**src/irqf_top_pad.sv**
```systemverilog
// Spare source of the interrupt flag block; it holds no code

```
**src/irqf_pkg.sv**
```systemverilog
// Package with register map, bit layout and reset values of the interrupt flag block
package irqf_pkg;

  localparam int unsigned DATA_W = 32;
  localparam int unsigned ADDR_W = 32;
  localparam int unsigned GROUPS = 2;

  ////////////////////////////////////////////////////////////////////////////
  // Register byte addresses
  localparam logic [31:0] CLEAR_ADDR = 32'h00003004;
  localparam logic [31:0] ENABLE0_ADDR = 32'h00003008;
  localparam logic [31:0] ENABLE1_ADDR = 32'h0000300c;
  localparam logic [31:0] PENDING0_ADDR = 32'h00003010;
  localparam logic [31:0] PENDING1_ADDR = 32'h00003014;
  localparam logic [31:0] LINE_STATUS_ADDR = 32'h00003018;

  ////////////////////////////////////////////////////////////////////////////
  // Flag bit positions
  localparam int unsigned SEQ_COLLISION_BIT = 31;
  localparam int unsigned FIFO_UNDERFLOW_BIT = 27;
  localparam int unsigned FIFO_OVERFLOW_BIT = 26;
  localparam int unsigned FIFO_THRESHOLD_BIT = 25;
  localparam int unsigned FIFO_EMPTY_BIT = 24;
  localparam int unsigned FIFO_FULL_BIT = 23;
  localparam int unsigned SEQ_TIMEOUT_ERROR_BIT = 17;
  localparam int unsigned SEQ_TIMEOUT_DONE_BIT = 16;
  localparam int unsigned END_OF_SEQUENCE_BIT = 15;
  localparam int unsigned BOOT_LOAD_DONE_BIT = 13;

  // Line status register bit positions
  localparam int unsigned LINE_IRQ0_BIT = 0;
  localparam int unsigned LINE_IRQ1_BIT = 1;
  localparam int unsigned LINE_SEQ_BUSY_BIT = 2;

  ////////////////////////////////////////////////////////////////////////////
  // Implemented flag bits; all others are reserved and read as zero
  localparam logic [31:0] FLAG_IMPL_MASK = 32'h8f83a000;

  // Values after reset
  localparam logic [31:0] PENDING_RESET = 32'h00000000;
  localparam logic [31:0] ENABLE_RESET = 32'h00002000;
  localparam logic [31:0] RDATA_RESET = 32'h00000000;

endpackage

```
**src/irqf_group.sv**
```systemverilog
// One interrupt output group: enable register, sticky pending flags, output line
`timescale 1ns/1ps
`default_nettype none

module irqf_group
(
  input wire logic clk_i,
  input wire logic rst_i,
  input wire logic [31:0] set_i,
  input wire logic [31:0] clear_i,
  input wire logic enable_we_i,
  input wire logic [31:0] enable_wdata_i,
  input wire logic [31:0] enable_bmask_i,
  output logic [31:0] pending_o,
  output logic [31:0] enable_o,
  output logic irq_o
);

  logic [31:0] pending_reg;
  logic [31:0] pending_next;
  logic [31:0] enable_reg;
  logic [31:0] enable_next;
  logic irq_reg;
  logic irq_next;

  ////////////////////////////////////////////////////////////////////////////
  always_comb
  begin
    // Set wins over a clear in the same cycle so no event is lost
    pending_next = ((pending_reg & ~clear_i) | set_i) & irqf_pkg::FLAG_IMPL_MASK;
    enable_next = enable_reg;
    if (enable_we_i)
    begin
      enable_next = (enable_reg & ~enable_bmask_i) | (enable_wdata_i & enable_bmask_i);
    end
    enable_next = enable_next & irqf_pkg::FLAG_IMPL_MASK;
    // Line follows the same edge as the flags so a read never disagrees with it
    irq_next = |(pending_next & enable_next);
  end

  always_ff @(posedge clk_i)
  begin
    if (rst_i)
    begin
      pending_reg <= irqf_pkg::PENDING_RESET;
      enable_reg <= irqf_pkg::ENABLE_RESET;
      irq_reg <= 1'b0;
    end
    else
    begin
      pending_reg <= pending_next;
      enable_reg <= enable_next;
      irq_reg <= irq_next;
    end
  end

  assign pending_o = pending_reg;
  assign enable_o = enable_reg;
  assign irq_o = irq_reg;

endmodule

`default_nettype wire

```
**src/irqf_top.sv**
```systemverilog
// Interrupt flag block: APB slave, two pending flag groups, sequence collision
//
// Local design decision: the APB slave port.
`timescale 1ns/1ps
`default_nettype none

module irqf_top
(
  input wire logic clk_i,
  input wire logic rst_i,
  input wire logic psel_i,
  input wire logic penable_i,
  input wire logic pwrite_i,
  input wire logic [31:0] paddr_i,
  input wire logic [31:0] pwdata_i,
  input wire logic [3:0] pstrb_i,
  output logic [31:0] prdata_o,
  output logic pready_o,
  output logic pslverr_o,
  input wire logic seq_a_busy_i,
  input wire logic seq_b_req_i,
  input wire logic fifo_underflow_i,
  input wire logic fifo_overflow_i,
  input wire logic fifo_threshold_i,
  input wire logic fifo_empty_i,
  input wire logic fifo_full_i,
  input wire logic seq_timeout_error_i,
  input wire logic seq_timeout_done_i,
  input wire logic end_of_sequence_i,
  input wire logic boot_load_done_i,
  output logic seq_b_grant_o,
  output logic [1:0] irq_o
);

  ////////////////////////////////////////////////////////////////////////////
  // Types and helpers

  typedef enum logic
  {
    IRQF_IDLE,
    IRQF_RESP
  } irqf_apb_state_e;

  // Word-aligned address match; low two bits are ignored as APB words are aligned
  function automatic logic irqf_hit(input logic [31:0] addr, input logic [31:0] reg_addr);
    irqf_hit = (addr[31:2] == reg_addr[31:2]);
  endfunction

  // Byte strobes widened to a bit mask
  function automatic logic [31:0] irqf_bmask(input logic [3:0] strb);
    irqf_bmask = {{8{strb[3]}}, {8{strb[2]}}, {8{strb[1]}}, {8{strb[0]}}};
  endfunction

  ////////////////////////////////////////////////////////////////////////////
  // Declarations

  irqf_apb_state_e state_reg;
  irqf_apb_state_e state_next;
  logic pready_reg;
  logic pready_next;
  logic pslverr_reg;
  logic pslverr_next;
  logic [31:0] prdata_reg;
  logic [31:0] prdata_next;
  logic grant_reg;
  logic grant_next;
  logic [1:0] irq_line;
  logic [31:0] event_set;
  logic [31:0] clear_vec;
  logic [31:0] wr_bmask;
  logic access_req;
  logic write_take;
  logic collision;
  logic addr_mapped;
  logic [31:0] read_word;
  logic [31:0] line_status;
  logic [31:0] pending_word [0:1];
  logic [31:0] enable_word [0:1];
  logic [1:0] enable_we;

  ////////////////////////////////////////////////////////////////////////////
  // Event collection

  // A start request that meets a running sequence is dropped, never queued
  always_comb
  begin
    collision = seq_b_req_i & seq_a_busy_i;
    grant_next = seq_b_req_i & ~seq_a_busy_i;
  end

  always_comb
  begin
    event_set = 32'h00000000;
    event_set[irqf_pkg::SEQ_COLLISION_BIT] = collision;
    event_set[irqf_pkg::FIFO_UNDERFLOW_BIT] = fifo_underflow_i;
    event_set[irqf_pkg::FIFO_OVERFLOW_BIT] = fifo_overflow_i;
    event_set[irqf_pkg::FIFO_THRESHOLD_BIT] = fifo_threshold_i;
    event_set[irqf_pkg::FIFO_EMPTY_BIT] = fifo_empty_i;
    event_set[irqf_pkg::FIFO_FULL_BIT] = fifo_full_i;
    event_set[irqf_pkg::SEQ_TIMEOUT_ERROR_BIT] = seq_timeout_error_i;
    event_set[irqf_pkg::SEQ_TIMEOUT_DONE_BIT] = seq_timeout_done_i;
    event_set[irqf_pkg::END_OF_SEQUENCE_BIT] = end_of_sequence_i;
    event_set[irqf_pkg::BOOT_LOAD_DONE_BIT] = boot_load_done_i;
  end

  always_ff @(posedge clk_i)
  begin
    if (rst_i)
    begin
      grant_reg <= 1'b0;
    end
    else
    begin
      grant_reg <= grant_next;
    end
  end

  ////////////////////////////////////////////////////////////////////////////
  // APB access decode

  // One wait state: data is looked up in the first access cycle and registered
  always_comb
  begin
    access_req = psel_i & penable_i;
    write_take = access_req & pwrite_i & (state_reg == IRQF_RESP) & ~pslverr_reg;
    wr_bmask = irqf_bmask(pstrb_i);
  end

  always_comb
  begin
    addr_mapped = irqf_hit(paddr_i, irqf_pkg::CLEAR_ADDR)
                | irqf_hit(paddr_i, irqf_pkg::ENABLE0_ADDR)
                | irqf_hit(paddr_i, irqf_pkg::ENABLE1_ADDR)
                | irqf_hit(paddr_i, irqf_pkg::PENDING0_ADDR)
                | irqf_hit(paddr_i, irqf_pkg::PENDING1_ADDR)
                | irqf_hit(paddr_i, irqf_pkg::LINE_STATUS_ADDR);
  end

  // Clear acts on both groups; the clear register itself reads as zero
  always_comb
  begin
    clear_vec = 32'h00000000;
    if (write_take && irqf_hit(paddr_i, irqf_pkg::CLEAR_ADDR))
    begin
      clear_vec = pwdata_i & wr_bmask & irqf_pkg::FLAG_IMPL_MASK;
    end
  end

  always_comb
  begin
    enable_we[0] = write_take & irqf_hit(paddr_i, irqf_pkg::ENABLE0_ADDR);
    enable_we[1] = write_take & irqf_hit(paddr_i, irqf_pkg::ENABLE1_ADDR);
  end

  ////////////////////////////////////////////////////////////////////////////
  // Flag groups

  genvar g;
  generate
    for (g = 0; g < 2; g = g + 1)
    begin : gen_group
      irqf_group u_group
      (
        .clk_i(clk_i),
        .rst_i(rst_i),
        .set_i(event_set),
        .clear_i(clear_vec),
        .enable_we_i(enable_we[g]),
        .enable_wdata_i(pwdata_i),
        .enable_bmask_i(wr_bmask),
        .pending_o(pending_word[g]),
        .enable_o(enable_word[g]),
        .irq_o(irq_line[g])
      );
    end
  endgenerate

  ////////////////////////////////////////////////////////////////////////////
  // Read back

  always_comb
  begin
    line_status = 32'h00000000;
    line_status[irqf_pkg::LINE_IRQ0_BIT] = irq_line[0];
    line_status[irqf_pkg::LINE_IRQ1_BIT] = irq_line[1];
    line_status[irqf_pkg::LINE_SEQ_BUSY_BIT] = seq_a_busy_i;
  end

  // Pending registers are read only; a write to them is accepted and dropped
  always_comb
  begin
    read_word = 32'h00000000;
    if (irqf_hit(paddr_i, irqf_pkg::PENDING0_ADDR))
    begin
      read_word = pending_word[0];
    end
    else if (irqf_hit(paddr_i, irqf_pkg::PENDING1_ADDR))
    begin
      read_word = pending_word[1];
    end
    else if (irqf_hit(paddr_i, irqf_pkg::ENABLE0_ADDR))
    begin
      read_word = enable_word[0];
    end
    else if (irqf_hit(paddr_i, irqf_pkg::ENABLE1_ADDR))
    begin
      read_word = enable_word[1];
    end
    else if (irqf_hit(paddr_i, irqf_pkg::LINE_STATUS_ADDR))
    begin
      read_word = line_status;
    end
  end

  ////////////////////////////////////////////////////////////////////////////
  // APB response state machine

  always_comb
  begin
    state_next = state_reg;
    pready_next = 1'b0;
    pslverr_next = 1'b0;
    prdata_next = prdata_reg;
    case (state_reg)
      IRQF_IDLE:
      begin
        if (access_req)
        begin
          state_next = IRQF_RESP;
          pready_next = 1'b1;
          pslverr_next = ~addr_mapped;
          prdata_next = (pwrite_i || !addr_mapped) ? 32'h00000000 : read_word;
        end
      end
      IRQF_RESP:
      begin
        // Transfer completes at this edge; drop ready so the next one waits again
        state_next = IRQF_IDLE;
        prdata_next = irqf_pkg::RDATA_RESET;
      end
      default:
      begin
        state_next = IRQF_IDLE;
        prdata_next = irqf_pkg::RDATA_RESET;
      end
    endcase
  end

  always_ff @(posedge clk_i)
  begin
    if (rst_i)
    begin
      state_reg <= IRQF_IDLE;
      pready_reg <= 1'b0;
      pslverr_reg <= 1'b0;
      prdata_reg <= irqf_pkg::RDATA_RESET;
    end
    else
    begin
      state_reg <= state_next;
      pready_reg <= pready_next;
      pslverr_reg <= pslverr_next;
      prdata_reg <= prdata_next;
    end
  end

  ////////////////////////////////////////////////////////////////////////////
  // Outputs

  assign prdata_o = prdata_reg;
  assign pready_o = pready_reg;
  assign pslverr_o = pslverr_reg;
  assign seq_b_grant_o = grant_reg;
  assign irq_o = irq_line;

endmodule

`default_nettype wire

```
**config.mk**
```make
export PLATFORM = sky130hd
export DESIGN_NAME = irqf_top
export DESIGN_NICKNAME = d
export VERILOG_FILES = /design/src/irqf_top_pad.sv /design/src/irqf_pkg.sv /design/src/irqf_group.sv /design/src/irqf_top.sv
export SDC_FILE = /design/constraint.sdc
export NUM_CORES = 1
export LEC_CHECK = 0
export BUFFER_PORTS_ARGS = -buffer_cell sky130_fd_sc_hd__buf_2
export CORE_MARGIN = 4
export CORE_UTILIZATION = 45
export CTS_CLUSTER_DIAMETER = 100
export DETAILED_ROUTE_END_ITERATION = 10
export MAX_ROUTING_LAYER = met4
export PLACE_DENSITY = 0.74
export SKIP_LAST_GASP = 1
export SYNTH_ARGS = -nofsm -noshare
export SYNTH_HDL_FRONTEND = slang
export SYNTH_SLANG_ARGS = --single-unit
```
**constraint.sdc**
```tcl
create_clock -name clk_i -period 5.55 [get_ports clk_i]
set_input_delay 0.555 -clock clk_i [delete_from_list [all_inputs] [get_ports clk_i]]
set_output_delay 0.555 -clock clk_i [all_outputs]
set_load 0.02 [all_outputs]
```
# [Yosys cells after proc, flatten, opt, wreduce, memory -nomap -nowiden]
# Index checks and enable logic that the tools add are counted.
[totals] regBits=166 in_bits=84 output_inout_bits=37 word_cells=73
[op_classes] eq_ne=7 n_mux=13 n_bitwise=31 n_reduce_logical=7
[op_table] operator="$mux 32" count=9
[op_table] operator="$and 32x32->32" count=7
[op_table] operator="$eq 30x12->1 const B" count=6
[op_table] operator="$or 32x32->32" count=4
[op_table] operator="$not 32->32" count=2
[op_table] operator="$pmux 32 s2" count=1
[op_table] operator="$reduce_or 32->1" count=2
[op_table] operator="$and 1x1->1" count=8
[op_table] operator="$not 1->1" count=5
[op_table] operator="$or 1x1->1" count=5
[op_table] operator="$mux 3" count=1
[op_table] operator="$reduce_or 3->1" count=1
[op_table] operator="$ne 2x2->1 const B" count=1
[op_table] operator="$pmux 1 s2" count=1
[op_table] operator="$reduce_or 2->1" count=1
[op_table] operator="$logic_and 1x1->1" count=1
[op_table] operator="$logic_not 1->1" count=1
[op_table] operator="$logic_or 1x1->1" count=1
[op_table] operator="$mux 1" count=1

# [Depth between registers and ports, before layout]
[depth] depth_word=11 depth_mapped=8 ltp_nobuf=7

# [Modules after synthesis]
# A second synthesis with hierarchy kept.
[unflattened] cells_unflattened=551 hier_area_um2=4451.8
[modules_own_cells] mod="irqf_top" n_inst=1 cells_per_inst=283 area_per_inst_um2=2143.3 seq_area_each_um2=700.7
[modules_own_cells] mod="irqf_group (gen_group[0].u_group)" n_inst=1 cells_per_inst=134 area_per_inst_um2=1157.4 seq_area_each_um2=420.4
[modules_own_cells] mod="irqf_group (gen_group[1].u_group)" n_inst=1 cells_per_inst=134 area_per_inst_um2=1151.1 seq_area_each_um2=420.4

# [Worst setup path after synthesis]
# OpenSTA, ideal clock, no wires.
[synth_path] path_type="in2reg" start="input port paddr_i[19]" end="register gen_group[0].u_group.irq_reg" setup_ns=0.125 arrival_time_ns=3.029 required_time_ns=5.425 setup_slack_ns=2.396 cell_stages=6 n_path_buf=0 cell_sequence="or4_4 or4_1 nor3_4 mux2_2 a211o_1 o41a_1"
[synth_between] elab_chain_len=8 word_cells_on_any_way=11 classes_between="eq/ne: 2; mux: 2; bitwise: 5; reduce/logical: 2"
[synth_lines] element="from (decl)" line="irqf_top.sv:14" source="input wire logic [31:0] paddr_i,"
[synth_lines] element="$eq 30x12->1" line="irqf_top.sv:46" source="irqf_hit = (addr[31:2] == reg_addr[31:2]);"
[synth_lines] element="$logic_and 1x1->1" line="irqf_top.sv:143" source="if (write_take && irqf_hit(paddr_i, irqf_pkg::CLEAR_ADDR))"
[synth_lines] element="$mux 32" line="irqf_top.sv:143"
[synth_lines] element="$not 32->32" line="irqf_group.sv:30" source="pending_next = ((pending_reg & ~clear_i) | set_i) & irqf_pkg::FLAG_IMPL_MASK;"
[synth_lines] element="$and 32x32->32" line="irqf_group.sv:30"
[synth_lines] element="$or 32x32->32" line="irqf_group.sv:30"
[synth_lines] element="$and 32x32->32 *" line="irqf_group.sv:38" source="irq_next = |(pending_next & enable_next);"
[synth_lines] element="$reduce_or 32->1 *" line="irqf_group.sv:38"
[synth_lines] element="to (signal assigned)" line="irqf_group.sv:53" source="irq_reg <= irq_next;"
[synth_lines] element="to (decl)" line="irqf_group.sv:23" source="logic irq_reg;"
# Mark *: on every way between the ends. The rest lies on a longest branch, timed or not.
# A chain may end at the register's enable or synchronous reset.

# [Worst setup path in the final report]
# Ends and elaborated chain as after synthesis.

==> key figures <==
Outcome
  • Status: complete, no violations

Clock tree
  • Post-CTS Setup Inserts: 0
  • CTS Root Cell: clkbuf_8
  • H-tree depth: 3
  • Num CTS Buffers: 9
  • CTS resizes: 0
  • Insertion delay of the later-clocked pin in the worst-skew pair: 340 ps
  • CTS tree: yes
  • Clk slew on worst S/H paths: 70 ps
  • Clk sink count: just under 60
  • Hold Buf Count CTS: 0
  • Max Root-Sink Buffers: 2

Synth
  • Mapped cell area: 2760 um2
  • Sequential area share after synthesis: 42.1%
  • YS warnings: 0
  • Mapped Cells: 308
  • Synthesized flop and latch total: 58
  • Netlist cell types: 45
  • Synth Flop Type: dfxtp_1
  • EDFF count, synth: 0
  • Async SR Flop Fraction: 0%
  • Mapped Avg Cell Area: 8.96 um2

GRT
  • All-Layer GR Usage: 20.5%
  • Global-route wire length before repair: 11,500 um
  • Number of antenna violations at the first check in global routing: 0
  • Vias in the first global route: 2,467
  • Pin count of the biggest net entering global routing: 44
  • GRT overflow: 0

Worst setup path
  • Worst r2r dst: gen_group[0].u_group.irq_o$_SDFF_PP0_
  • Flop2flop setup slack: about 3100 ps
  • Crit Path Class: primary input to flop
  • Largest fanout on the critical path: 5
  • Crit path capture type: flop
  • Startpoint types: primary input
  • CP arrival: 3330 ps
  • FF-to-FF Start: pslverr_o$_SDFF_PP0_
  • Worst Reg-to-Reg Cells: 6
  • Req. time, crit path: 5770 ps

Cells and area
  • ANT cells: 0
  • Final core occ: 56.5%
  • Final #Nets: 462
  • Layout area overhead: 21.3%
  • # fillers: 557
  • Most common cell after layout, fill and taps aside: buf_2
  • Non-Filler Instances: 458
  • Share of layout cells above drive strength 1: roughly a quarter
  • Most frequent cells in the layout: 76 x buf_2, 58 x dfxtp_1, 47 x nor2_1
  • Post-route cell area: roughly 3300 um2

Hold path
  • Min-Delay Path Class: primary input to flop
  • Worst Hold Path EP: seq_b_grant_o$_SDFF_PP0_
  • Hold_sp: seq_a_busy_i
  • Hold Crit Depth: 2

Routing
  • Vias per inst: 5.33
  • Initial DRT Pass Iterations: 4
  • Drt wl/cell: 15.2 um
  • Initial DRC count: 239
  • Detail Route Antenna Nets: 0
  • Routed WL: 6980 um
  • Vias: approximately 2,400
  • Residual DRC: 0

Timing
  • Setup tns final: 0 ps
  • Final Setup Violations: 0
  • Final hold vios: 0
  • Final Skew: 8.75 ps
  • Period utilisation layout: 56.1%
  • Fin. max-slew vios: 0
  • Worst-Margin Slew: 797 ps
  • Crit path time final: about 3100 ps
  • Worst Hold Margin: about 430 ps
  • Setup slack after layout: 2440 ps
  • Worst rel slew slack: 46.9%
  • Unrepaired setup endpoints after global routing: no
  • Max Freq: 321 MHz

Power and ir drop
  • Maximum VDD drop: 0.000178 V
  • Switching pwr: 0.225 mW
  • Internal: between 0.7 and 0.8 mW
  • Leak pwr: 1.48 nW
  • Seq pwr share: 43.1%
  • Part of the power in combinational logic: 8.4%
  • Clock Power Share: about half
  • Power per cell area: about 300 nW/um2
  • Sw Share: 22.3%
  • Overall power: 1.01 mW

Place
  • Dpl hpwl: between 5000 and 6000 um
  • IO Port Bufs: 76
  • Placed Area: 3100 um2
  • Placed cells: between 400 and 500
  • Dpl ws: 2090 ps
  • GPL Wtd Cong: 0.864

Floorplan
  • CORE AREA: about 5900 um2
  • Initial core utilization: between 40% and 50%
  • Die height: 86.3 um
  • Die footprint: roughly 7500 um2
  • Die Width: about 86 um
  • I/O pins: 121
  • Std-Cell Rows: 28

Job
  • Max Cap Viol: 0
[cell type report]
| cell class | count | area, um2 | share of cell area, % |
|---|---|---|---|
| Clock inverter | 5 | 100 | 2.99 |
| Inverter | 2 | 7.51 | 0.224 |
| Multi-Input combinational cell | 230 | 1450 | 43.2 |
| Sequential cell | 58 | 1160 | 34.7 |
| Tap cell | 75 | 93.8 | 2.80 |
| Timing Repair Buffer | 77 | 388 | 11.6 |
| Clock buffer | 11 | 151 | 4.52 |
[power by group through the flow]
stage | Combinational (mW) | Clock (mW) | Sequential, mW
6_report | 0.0850 | 0.488 | 0.435
5_1_grt | 0.0943 | 0.513 | 0.436
4_1_cts | 0.0847 | 0.495 | 0.435
3_5_place_dp | 0.0842 | 0 | 0.444
3_3_place_gp | 0.0830 | 0 | 0.444
2_1_floorplan | 0.0605 | 0 | 0.443
[layer usage]
metal	part of all wire (%)	vias up	global-route usage [%]
met2	48	80	32.4
met3	6.6	10	5.32
met5	0	-	-
met1	44	1123	25.1
met4	1.6	0	8.07
li1	-	1229	-
[worst max-delay path: stages]
cell     delay, ps
buf_2           90
or4_4          550
or4_1          660
nor3_4         350
mux2_2         390
a211o_1        300
o41a_1         420
[how the worst max path moves through the flow]
| stage | cells after the start | endpoint | startpoint |
|---|---|---|---|
| final | 7 | gen_group[0].u_group.irq_o$_SDFF_PP0_ | paddr_i[19] |
| after CTS | 7 | gen_group[0].u_group.irq_o$_SDFF_PP0_ | paddr_i[19] |
| after global routing | 8 | prdata_o[1]$_SDFFE_PP0P_ | paddr_i[5] |
| after global placement | 7 | gen_group[0].u_group.irq_o$_SDFF_PP0_ | paddr_i[2] |
| after detailed placement | 7 | gen_group[0].u_group.irq_o$_SDFF_PP0_ | paddr_i[19] |
| after floorplan | 6 | gen_group[0].u_group.irq_o$_SDFF_PP0_ | paddr_i[19] |
[cells in the mapped netlist (2+ instances only)]
cell type,number,area (um2)
a21oi_1,6,30.0
a221oi_1,10,87.6
a22o_1,4,35.0
and3_1,5,31.3
and3b_1,2,17.5
and4_1,2,17.5
and4b_1,2,20.0
buf_4,21,158
clkbuf_1,15,56.3
dfxtp_1,58,1160
inv_1,2,7.51
mux2i_1,29,290
nand2_1,19,71.3
nand2b_1,6,37.5
nand3_1,4,20.0
nand3b_1,2,15.0
nand4_1,6,37.5
nor2_1,47,176
nor2b_1,2,12.5
nor3_1,11,55.1
nor3_2,2,20.0
nor3b_1,5,37.5
nor4_1,4,25.0
nor4b_1,2,17.5
o21ai_1,10,50.1
o22a_1,2,17.5
o22ai_1,8,50.1
o32ai_1,3,26.3
or3_1,2,12.5
or4_4,2,22.5
[logic make-up after synthesis]
kind of cell | count (synthesis) | share of synthesized area [%]
other | 1 | 0.136
AND/OR/NAND/NOR | 132 | 26.2
multiplexers | 30 | 10.9
buffers and inverters | 38 | 8.02
AO/OA/AOI/OAI | 49 | 12.7
flip-flops | 58 | 42.1
Note: power is estimated with default switching activity, not from simulation.
